`config.mk`:
```
export PLATFORM = sky130hd
export DESIGN_NAME = gef_event_flags
export DESIGN_NICKNAME = d
export VERILOG_FILES = /design/src/gef_pkg.sv /design/src/gef_edge_detect.sv /design/src/gef_event_flags.sv
export SDC_FILE = /design/constraint.sdc
export NUM_CORES = 1
export LEC_CHECK = 0
export BUFFER_PORTS_ARGS = -buffer_cell sky130_fd_sc_hd__buf_2
export CAP_MARGIN = 20
export CORE_UTILIZATION = 32
export DETAILED_ROUTE_END_ITERATION = 7
export PLACE_DENSITY = 0.51
export RECOVER_POWER = 100
export SETUP_SLACK_MARGIN = 0.1
export SYNTH_ARGS = -nofsm -noshare
export SYNTH_HDL_FRONTEND = slang
export SYNTH_HIERARCHICAL = 1
export SYNTH_SLANG_ARGS = --single-unit
export TNS_END_PERCENT = 1
```
`constraint.sdc`:
```
create_clock -name sys_clk -period 1.9 [get_ports sys_clk]
set_input_delay 0.19 -clock sys_clk [delete_from_list [all_inputs] [get_ports sys_clk]]
set_output_delay 0.19 -clock sys_clk [all_outputs]
set_load 0.02 [all_outputs]
```
`src/gef_pkg.sv`:
```
// Constants, register map and field layout for the global event flags block
// Overview of operation
// - All flags reset to zero, stay set, and clear when their register is read.
// - Dropout detector rising sets bit 7 of the first flag register.
// - Temperature rising above the high alarm sets bit 5 of first register.
// - Temperature rising above the low alarm sets bit 4 of first register.
// - Rising edge of the active-low enable pin sets bit 3 of first register.
// - Falling edge of the active-low enable pin sets bit 2 of first register.
// - General input 0 rising sets bit 1, falling sets bit 0, first register.
// - General input edges count only while that pin is configured as input.
// - Linear regulator losing regulation sets bit 5 of the second register.
// - Switching regulator channel timeout sets bit 4 of the second register.
// - General input 1 rising sets bit 1, falling sets bit 0, second register.
// - Reserved bits are written as zero and read values are meaningless; host writes to the second flag register pass bits 7, 3 and 2.
// - Second mask register resets to ones, reserved positions to zero.
`default_nettype none
package gef_pkg;
  // Register offsets
  localparam logic [7:0] ADDR_FLAGS_A = 8'h00;
  localparam logic [7:0] ADDR_FLAGS_B = 8'h04;
  localparam logic [7:0] ADDR_MASK_B = 8'h08;
  localparam logic [7:0] ADDR_MASK_A = 8'h09;
  // Implemented bit positions of each register
  localparam logic [7:0] FLAGS_A_USED = 8'hBF;
  localparam logic [7:0] FLAGS_B_USED = 8'h33;
  // Reset values
  localparam logic [7:0] FLAGS_RST = 8'h00;
  localparam logic [7:0] MASK_A_RST = 8'hBF;
  localparam logic [7:0] MASK_B_RST = 8'h33;
  localparam logic [7:0] RDATA_UNMAPPED = 8'h00;
  // Field positions, first flag register
  localparam int BIT_DROPOUT_RISE = 7;
  localparam int BIT_THERM_HI_RISE = 5;
  localparam int BIT_THERM_LO_RISE = 4;
  localparam int BIT_EN_RISE = 3;
  localparam int BIT_EN_FALL = 2;
  localparam int BIT_GPI0_RISE = 1;
  localparam int BIT_GPI0_FALL = 0;
  // Field positions, second flag register
  localparam int BIT_LDO_FAULT = 5;
  localparam int BIT_SWITCHER_TIMEOUT = 4;
  localparam int BIT_GPI1_RISE = 1;
  localparam int BIT_GPI1_FALL = 0;
  // Lanes of the shared edge detector
  localparam int EV_DROPOUT = 0;
  localparam int EV_THERM_HI = 1;
  localparam int EV_THERM_LO = 2;
  localparam int EV_ENABLE = 3;
  localparam int EV_GPI0 = 4;
  localparam int EV_GPI1 = 5;
  localparam int EV_LDO_FAULT = 6;
  localparam int EV_SWITCHER_TIMEOUT = 7;
  localparam int EV_COUNT = 8;
endpackage
`default_nettype wire

```
`src/gef_edge_detect.sv`:
```
// Per-lane rising and falling edge detector for event sources
`timescale 1ns/10ps
`default_nettype none
module gef_edge_detect #(
  parameter int WIDTH = 8
) (
  // Clock and reset
  input wire logic sys_clk,
  input wire logic rst_n,
  // Sampled levels and detected edges
  input wire logic [WIDTH-1:0] level,
  output logic [WIDTH-1:0] rise,
  output logic [WIDTH-1:0] fall
);
  logic [WIDTH-1:0] prev_q, prev_d;
  logic primed_q, primed_d;

  // Next history; primed blocks a false edge on the first sample
  always_comb begin
    prev_d = level;
    primed_d = 1'b1;
  end

  always_ff @(posedge sys_clk or negedge rst_n) begin
    if (!rst_n) begin
      prev_q <= '0;
      primed_q <= 1'b0;
    end else begin
      prev_q <= prev_d;
      primed_q <= primed_d;
    end
  end

  // Edge lanes
  genvar g;
  generate
    for (g = 0; g < WIDTH; g++) begin : g_lane
      assign rise[g] = primed_q & level[g] & ~prev_q[g];
      assign fall[g] = primed_q & ~level[g] & prev_q[g];
    end
  endgenerate
endmodule
`default_nettype wire

```
`src/gef_event_flags.sv`:
```
// Global event flag registers with read-to-clear and masked interrupt
`timescale 1ns/10ps
`default_nettype none
module gef_event_flags
  import gef_pkg::*;
(
  // Clock and reset
  input wire logic sys_clk,
  input wire logic rst_n,
  // Register access from the serial interface engine
  input wire logic [7:0] reg_addr,
  input wire logic reg_rd_en,
  input wire logic reg_wr_en,
  input wire logic [7:0] reg_wdata,
  output logic [7:0] reg_rdata,
  output logic reg_rvalid,
  // Event sources, synchronous levels
  input wire logic dropout_det,
  input wire logic temp_above_hi,
  input wire logic temp_above_lo,
  input wire logic enable_pin_active_low,
  input wire logic gen_input0,
  input wire logic gen_input1,
  input wire logic gen_input0_is_input,
  input wire logic gen_input1_is_input,
  input wire logic linear_reg_out_of_reg,
  input wire logic switcher_timeout,
  // Interrupt request
  output logic irq_n
);
  logic [EV_COUNT-1:0] ev_level, ev_rise, ev_fall;
  logic [7:0] set_a, set_b;
  logic rd_a, rd_b;
  logic [7:0] flags_a_q, flags_a_d, flags_b_q, flags_b_d;
  logic [7:0] mask_a_q, mask_a_d, mask_b_q, mask_b_d;
  logic [7:0] rdata_q, rdata_d;
  logic rvalid_q, rvalid_d, irq_n_q, irq_n_d;

  // Address match, used for reads and writes alike
  function automatic logic hit(input logic [7:0] a, input logic [7:0] ref_a);
    hit = (a == ref_a);
  endfunction

  // Gather event levels into detector lanes
  always_comb begin
    ev_level = '0;
    ev_level[EV_DROPOUT] = dropout_det;
    ev_level[EV_THERM_HI] = temp_above_hi;
    ev_level[EV_THERM_LO] = temp_above_lo;
    ev_level[EV_ENABLE] = enable_pin_active_low;
    ev_level[EV_GPI0] = gen_input0;
    ev_level[EV_GPI1] = gen_input1;
    ev_level[EV_LDO_FAULT] = linear_reg_out_of_reg;
    ev_level[EV_SWITCHER_TIMEOUT] = switcher_timeout;
  end

  gef_edge_detect #(
    .WIDTH(EV_COUNT)
  ) u_edges (
    .sys_clk(sys_clk),
    .rst_n(rst_n),
    .level(ev_level),
    .rise(ev_rise),
    .fall(ev_fall)
  );

  // Map edges onto flag positions; reserved bits never set
  always_comb begin
    set_a = '0;
    set_b = '0;
    set_a[BIT_DROPOUT_RISE] = ev_rise[EV_DROPOUT];
    set_a[BIT_THERM_HI_RISE] = ev_rise[EV_THERM_HI];
    set_a[BIT_THERM_LO_RISE] = ev_rise[EV_THERM_LO];
    set_a[BIT_EN_RISE] = ev_rise[EV_ENABLE];
    set_a[BIT_EN_FALL] = ev_fall[EV_ENABLE];
    // Pins driven as outputs produce no events
    set_a[BIT_GPI0_RISE] = ev_rise[EV_GPI0] & gen_input0_is_input;
    set_a[BIT_GPI0_FALL] = ev_fall[EV_GPI0] & gen_input0_is_input;
    set_b[BIT_LDO_FAULT] = ev_rise[EV_LDO_FAULT];
    set_b[BIT_SWITCHER_TIMEOUT] = ev_rise[EV_SWITCHER_TIMEOUT];
    set_b[BIT_GPI1_RISE] = ev_rise[EV_GPI1] & gen_input1_is_input;
    set_b[BIT_GPI1_FALL] = ev_fall[EV_GPI1] & gen_input1_is_input;
  end

  // Flag, mask and read path next values
  always_comb begin
    rd_a = reg_rd_en & hit(reg_addr, ADDR_FLAGS_A);
    rd_b = reg_rd_en & hit(reg_addr, ADDR_FLAGS_B);
    // Set beats the read clear so a same-cycle event is kept
    flags_a_d = ((rd_a ? FLAGS_RST : flags_a_q) | set_a) & FLAGS_A_USED;
    flags_b_d = ((rd_b ? FLAGS_RST : flags_b_q) | set_b) & FLAGS_B_USED;
    mask_a_d = mask_a_q;
    mask_b_d = mask_b_q;
    // Reserved write bits are dropped, so they always read zero
    if (reg_wr_en && hit(reg_addr, ADDR_MASK_A)) begin
      mask_a_d = reg_wdata & FLAGS_A_USED;
    end else if (reg_wr_en && hit(reg_addr, ADDR_MASK_B)) begin
      mask_b_d = reg_wdata & FLAGS_B_USED;
    end
    rvalid_d = reg_rd_en;
    rdata_d = rdata_q;
    if (reg_rd_en) begin
      if (rd_a) begin
        rdata_d = flags_a_q;
      end else if (rd_b) begin
        rdata_d = flags_b_q;
      end else if (hit(reg_addr, ADDR_MASK_A)) begin
        rdata_d = mask_a_q;
      end else if (hit(reg_addr, ADDR_MASK_B)) begin
        rdata_d = mask_b_q;
      end else begin
        rdata_d = RDATA_UNMAPPED;
      end
    end
    // Interrupt from next state so it drops with the clearing read
    irq_n_d = ~(|(flags_a_d & ~mask_a_d) | |(flags_b_d & ~mask_b_d));
  end

  always_ff @(posedge sys_clk or negedge rst_n) begin
    if (!rst_n) begin
      flags_a_q <= FLAGS_RST;
      flags_b_q <= FLAGS_RST;
      mask_a_q <= MASK_A_RST;
      mask_b_q <= MASK_B_RST;
      rdata_q <= RDATA_UNMAPPED;
      rvalid_q <= 1'b0;
      irq_n_q <= 1'b1;
    end else begin
      flags_a_q <= flags_a_d;
      flags_b_q <= flags_b_d;
      mask_a_q <= mask_a_d;
      mask_b_q <= mask_b_d;
      rdata_q <= rdata_d;
      rvalid_q <= rvalid_d;
      irq_n_q <= irq_n_d;
    end
  end

  // Outputs straight from flops
  assign reg_rdata = rdata_q;
  assign reg_rvalid = rvalid_q;
  assign irq_n = irq_n_q;
endmodule
`default_nettype wire

```
Word level (Yosys, flattened, before mapping)
Index checks and enable logic that the tools add are counted.

word-level totals
  bits in registers = 46
  latch bits = 0
  bits in writable memories = 0
  ROM bits = 0
  output and inout port bits = 10
  word-level logic and storage cells = 73
  memories kept = 0

cells by class
  $add $sub $neg = 0
  $mul = 0
  div/mod/pow operators = 0
  magnitude comparators = 0
  eq/ne operators = 3
  shift operators = 0
  muxes and demuxes = 9
  bitwise gates (word level) = 47
  reduce and logical (&&, ||, !) cells = 5

operators with widths
  kind                                            number
  2-to-1 mux 8 bit                                8
  AND 1 bit                                       28
  == test 8 x 4 -> 1 bit (second input constant)  2
  inverter 8 bit                                  2
  OR reduction 8 bit                              2
  inverter 1 bit                                  12
  AND 6 x 8 -> 8 bit                              1
  AND 8 bit                                       1
  == test 8 x 3 -> 1 bit (second input constant)  1
  logical NOT 8 bit                               1
  bitwise OR 8 bit                                1
  2-to-1 mux 6 bit                                1
  bitwise OR 6 bit                                1
  logical AND 1 bit                               2
  bitwise OR 1 bit                                1

Depth between registers and ports, before layout
  depth after elaboration = 9
  depth in mapped cells = 7
  depth with buffers taken out = 5

Hierarchy
The synthesis kept the hierarchy.

by module, submodules not included
  module           times used  cells an instance  area each (µm²)  seq. area each (µm²)
  gef_event_flags  1           165                1747.9           940.9
  gef_edge_detect  1           27                 387.9            225.2

Worst setup path before layout
OpenSTA, ideal clock, no wires.

  kind = input to register
  start = input port reg_addr[7]
  end = register irq_n_q, in the netlist irq_n
  arrival time = 1.828 ns
  data required time = 1.810 ns
  setup slack = -0.018 ns
  stages = 7
  buffers on the path = 2
  cell sequence = or4_1 buf_2 or3_4 buf_6 o221ai_2 o2111ai_1 nor4_2

between the ends
  cells in the longest elaborated chain, start to end = 9
  elaborated cells on any way between the ends = 23
  those cells by class = 3 x eq/ne; 5 x mux; 10 x bitwise; 5 x reduce/logical

RTL lines
  what                    RTL line                source
  start: declaration      gef_event_flags.sv:11   input wire logic [7:0] reg_addr,
  == test 8 x 4 -> 1 bit  gef_event_flags.sv:41   hit = (a == ref_a);
  logical AND 1 bit       gef_event_flags.sv:97   end else if (reg_wr_en && hit(reg_addr, ADDR_MASK_B)) begin
  2-to-1 mux 8 bit        gef_event_flags.sv:97
  2-to-1 mux 8 bit        gef_event_flags.sv:95   if (reg_wr_en && hit(reg_addr, ADDR_MASK_A)) begin
  inverter 8 bit          gef_event_flags.sv:116  irq_n_d = ~(|(flags_a_d & ~mask_a_d) | |(flags_b_d & ~mask_b_d));
  AND 6 x 8 -> 8 bit      gef_event_flags.sv:116
  OR reduction 8 bit      gef_event_flags.sv:116
  bitwise OR 1 bit (*)    gef_event_flags.sv:116
  inverter 1 bit (*)      gef_event_flags.sv:116
  named net irq_n_d       gef_event_flags.sv:37   logic rvalid_q, rvalid_d, irq_n_q, irq_n_d;
  end signal: assignment  gef_event_flags.sv:135  irq_n_q <= irq_n_d;
  end: declaration        gef_event_flags.sv:37

The timed path passes the listed nets; every way through them passes the cells marked *.
A chain may end at the register's enable or synchronous reset.

Worst setup path after layout
  start = input port reg_addr[7]
  end = register irq_n_q, in the netlist irq_n

between the ends
  elaborated cells on any way between the ends = 23
  those cells by class = 3 x eq/ne; 5 x mux; 10 x bitwise; 5 x reduce/logical

RTL lines
  what                    RTL line                source
  == test 8 x 4 -> 1 bit  gef_event_flags.sv:41
  logical AND 1 bit       gef_event_flags.sv:95
  2-to-1 mux 8 bit        gef_event_flags.sv:95
  named net mask_a_d[3]   gef_event_flags.sv:35   logic [7:0] mask_a_q, mask_a_d, mask_b_q, mask_b_d;
  inverter 8 bit          gef_event_flags.sv:116
  AND 8 bit               gef_event_flags.sv:116
  OR reduction 8 bit      gef_event_flags.sv:116
  bitwise OR 1 bit        gef_event_flags.sv:116
  inverter 1 bit          gef_event_flags.sv:116
  named net irq_n_d       gef_event_flags.sv:37

The timed path passes the listed nets, and every way through them passes these cells.

==> results.cfg <==
[final_layout]
post_route_cells_drive_above_1_share = 0.2922
fillers = 672
layout.cell_area.non_filler_um2 = 2532
instances_no_fill = 320
final_net_count = 272
synthToLayoutAreaGrowth_pct = 21.27
antenna_cells_inserted = 0

[clock_network]
cts_num_sinks = 46
clk_root_buffer_cell = sky130_fd_sc_hd__clkbuf_8
cts.repair.resized = 0
clockBufferDepth = 2
cts_made_buffers = 5
clk_pin_slew_worst_paths_ns = 0.09
cts-hold-fix-buffers = 1
post_cts_buffers = 0
cts_tree = built
clk-insertion-delay-late_ns = 0.30
cts.htree.levels = 2

[yosys]
syn_area_per_cell_um2 = 11.17
synth_cells = 187
synthesis.area_um2 = 2088
yosysWarningCount = 6
synth_nets = 217

[floorplanning]
dieHeight_um = 82.78
initial_core_util = 0.3308
placement_rows = 29
core_ar_um2 = 6314
dieWidth_um = 82.78
boundaryPins = 40
floorplan_die_area_um2 = 6853

[timing]
hold_ws_ns = 0.01561
rsz0062_at_grt = no
count_of_final_max_slew_check_failures = 0
max_freq_mhz = 580.0
worst-slew-pin-transition_ns = 1.128
worst_clock_skew_ns = 0.01390
period_share = 0.9074
hold_violations = 0
finalSetupViolations = 0
post_layout_min_period_ns = 1.724
slew_headroom = 0.2481

[worst_hold_path]
min_path_cells = 1
worstHoldEndpoint = u_edges/prev_q[5]
timing.hold.worst.start = gen_input1
hp-class = in -> reg

[routing]
vias = 1646
postRouteAntennaNets = 0
drt-pass1-iter-count = 6
post-route-drc-count = 0
route.detailed.wl_per_inst_um = 16.39
routed_wirelength_mm = 5.245
vias_per_cell = 5.144
drt_iter0_markers = 126

[global_routing]
grt_antenna_before_repair = 0
grt_util_all_layers = 0.1729
grt.overflow.total = 0
grt_pass1_vias = 1633
largest_net_degree_at_the_start_of_global_routing = 47
grt_first_pass_wirelength_mm = 8.424

[worst_setup_path]
crit_path_top_delay_cell = sky130_fd_sc_hd__or4_1
crit_buf_inv = 1
r2r_setup_slack_ns = 0.40
r2r_end = irq_n
critPathCaptureType = flop
critical_path.top_delay_family = simple AND/OR/NAND/NOR gates
crit_path_start_kind = input pin
timing.setup.critical_path_class = in -> reg
timing.rr.start = u_edges/primed_q
cell_breakdown_of_the_critical_path = buf_2 -> or4_1 -> or3_4 -> mux2_2 -> o2111ai_1 -> nor4_1
rr_worst_depth = 5
critPathArrivalTime_ns = 1.93
timing.critical_path.required_ns = 2.11
worst_path_largest_cell_delay_ns = 0.54
timing.critical_path.fanout_max = 11

[outcome]
run_status = complete, no violations

[place]
place.gp.congestion = 0.8260
detailed_place.area_um2 = 2457
place.detailed.hpwl_mm = 3.723
count_of_input_and_output_buffers = 38
dp_cells = 309

[power]
p_leak_nw = 1.138
power_density_nw_per_um2 = 726.5
vdd.ir_drop.worst_mv = 0.4372

[run]
cap_viol_max_count = 0
-- metrics by stage --
stage / util / worst slack [ns] / power [mW] / TNS, ns
6_report: 0.4011 / 0.1759 / 1.840 / 0
5_1_grt: 0.4011 / 0.1010 / 1.915 / 0
4_1_cts: 0.4053 / 0.1982 / 1.858 / 0
3_5_place_dp: 0.3892 / -0.1329 / 1.243 / -0.1329
3_3_place_gp: 0.3892 / -0.09082 / 1.241 / -0.09082
2_1_floorplan: - / -0.01819 / 1.140 / -0.01819
-- worst register-to-register path, cell delays in order (launching register included) --
cell,delay [ns]
sky130_fd_sc_hd__dfrtp_1,0.47
sky130_fd_sc_hd__and3b_1,0.21
sky130_fd_sc_hd__and2_0,0.20
sky130_fd_sc_hd__o221ai_2,0.14
sky130_fd_sc_hd__o2111ai_1,0.12
sky130_fd_sc_hd__nor4_1,0.27
-- how the worst max path moves through the flow --
stage               slack [ns]  depth (start not counted)        start    end
finish                    0.18                          6  reg_addr[7]  irq_n
global route              0.10                          6  reg_addr[7]  irq_n
CTS                       0.20                          6  reg_addr[7]  irq_n
detailed placement       -0.13                          6  reg_addr[7]  irq_n
global placement         -0.09                          6  reg_addr[7]  irq_n
floorplan                -0.02                          7  reg_addr[7]  irq_n
-- sequential cells by signal, summed over array words and instances, names as in the netlist, named ones only --
signal / cells
u_edges/primed_q: 1
reg_rvalid: 1
reg_rdata: 8
u_edges/prev_q: 8
irq_n: 1
flags_a_q: 7
flags_b_q: 4
mask_b_q: 4
mask_a_q: 8
-- power breakdown --
group          internal (mW)  switching, mW  total (mW)
Combinational         0.0712          0.104       0.175
Clock                  0.294          0.327       0.621
Sequential              1.02         0.0196        1.04
-- layout by cell type (no fill, tap or decap), types with 3 or more instances in the layout --
| cell | n |
|---|---|
| sky130_fd_sc_hd__dfrtp_1 | 34 |
| sky130_fd_sc_hd__buf_2 | 25 |
| sky130_fd_sc_hd__inv_1 | 20 |
| sky130_fd_sc_hd__clkbuf_1 | 16 |
| sky130_fd_sc_hd__dfstp_2 | 12 |
| sky130_fd_sc_hd__buf_4 | 11 |
| sky130_fd_sc_hd__and3b_1 | 9 |
| sky130_fd_sc_hd__nand2_1 | 8 |
| sky130_fd_sc_hd__o21ai_0 | 7 |
| sky130_fd_sc_hd__nor2_1 | 7 |
| sky130_fd_sc_hd__a31oi_1 | 7 |
| sky130_fd_sc_hd__a22oi_1 | 7 |
| sky130_fd_sc_hd__or2_2 | 6 |
| sky130_fd_sc_hd__o221ai_1 | 6 |
| sky130_fd_sc_hd__clkbuf_8 | 6 |
| sky130_fd_sc_hd__o31ai_1 | 5 |
| sky130_fd_sc_hd__and2_1 | 5 |
| sky130_fd_sc_hd__a21oi_1 | 5 |
| sky130_fd_sc_hd__mux2_1 | 3 |
| sky130_fd_sc_hd__dlygate4sd3_1 | 3 |
-- metal layers --
layer / global-route usage / part of all wire / up-vias
met5: 0 / 0 / -
met4: 0.06897 / 0.020 / 0
met3: 0.03388 / 0.043 / 11
met2: 0.2689 / 0.45 / 51
met1: 0.2357 / 0.49 / 786
li1: - / - / 798
-- layout make-up --
type | instances | area [µm²] | area share
Clock buffer | 7 | 86.33 | 0.03409
Clock inverter | 1 | 5.005 | 0.001976
Inverter | 20 | 75.07 | 0.02964
Multi-Input combinational cell | 112 | 789.5 | 0.3118
Sequential cell | 46 | 1166 | 0.4605
Tap cell | 77 | 96.34 | 0.03804
Timing Repair Buffer | 57 | 314.1 | 0.1240
Power figures use the tool's default switching activity.
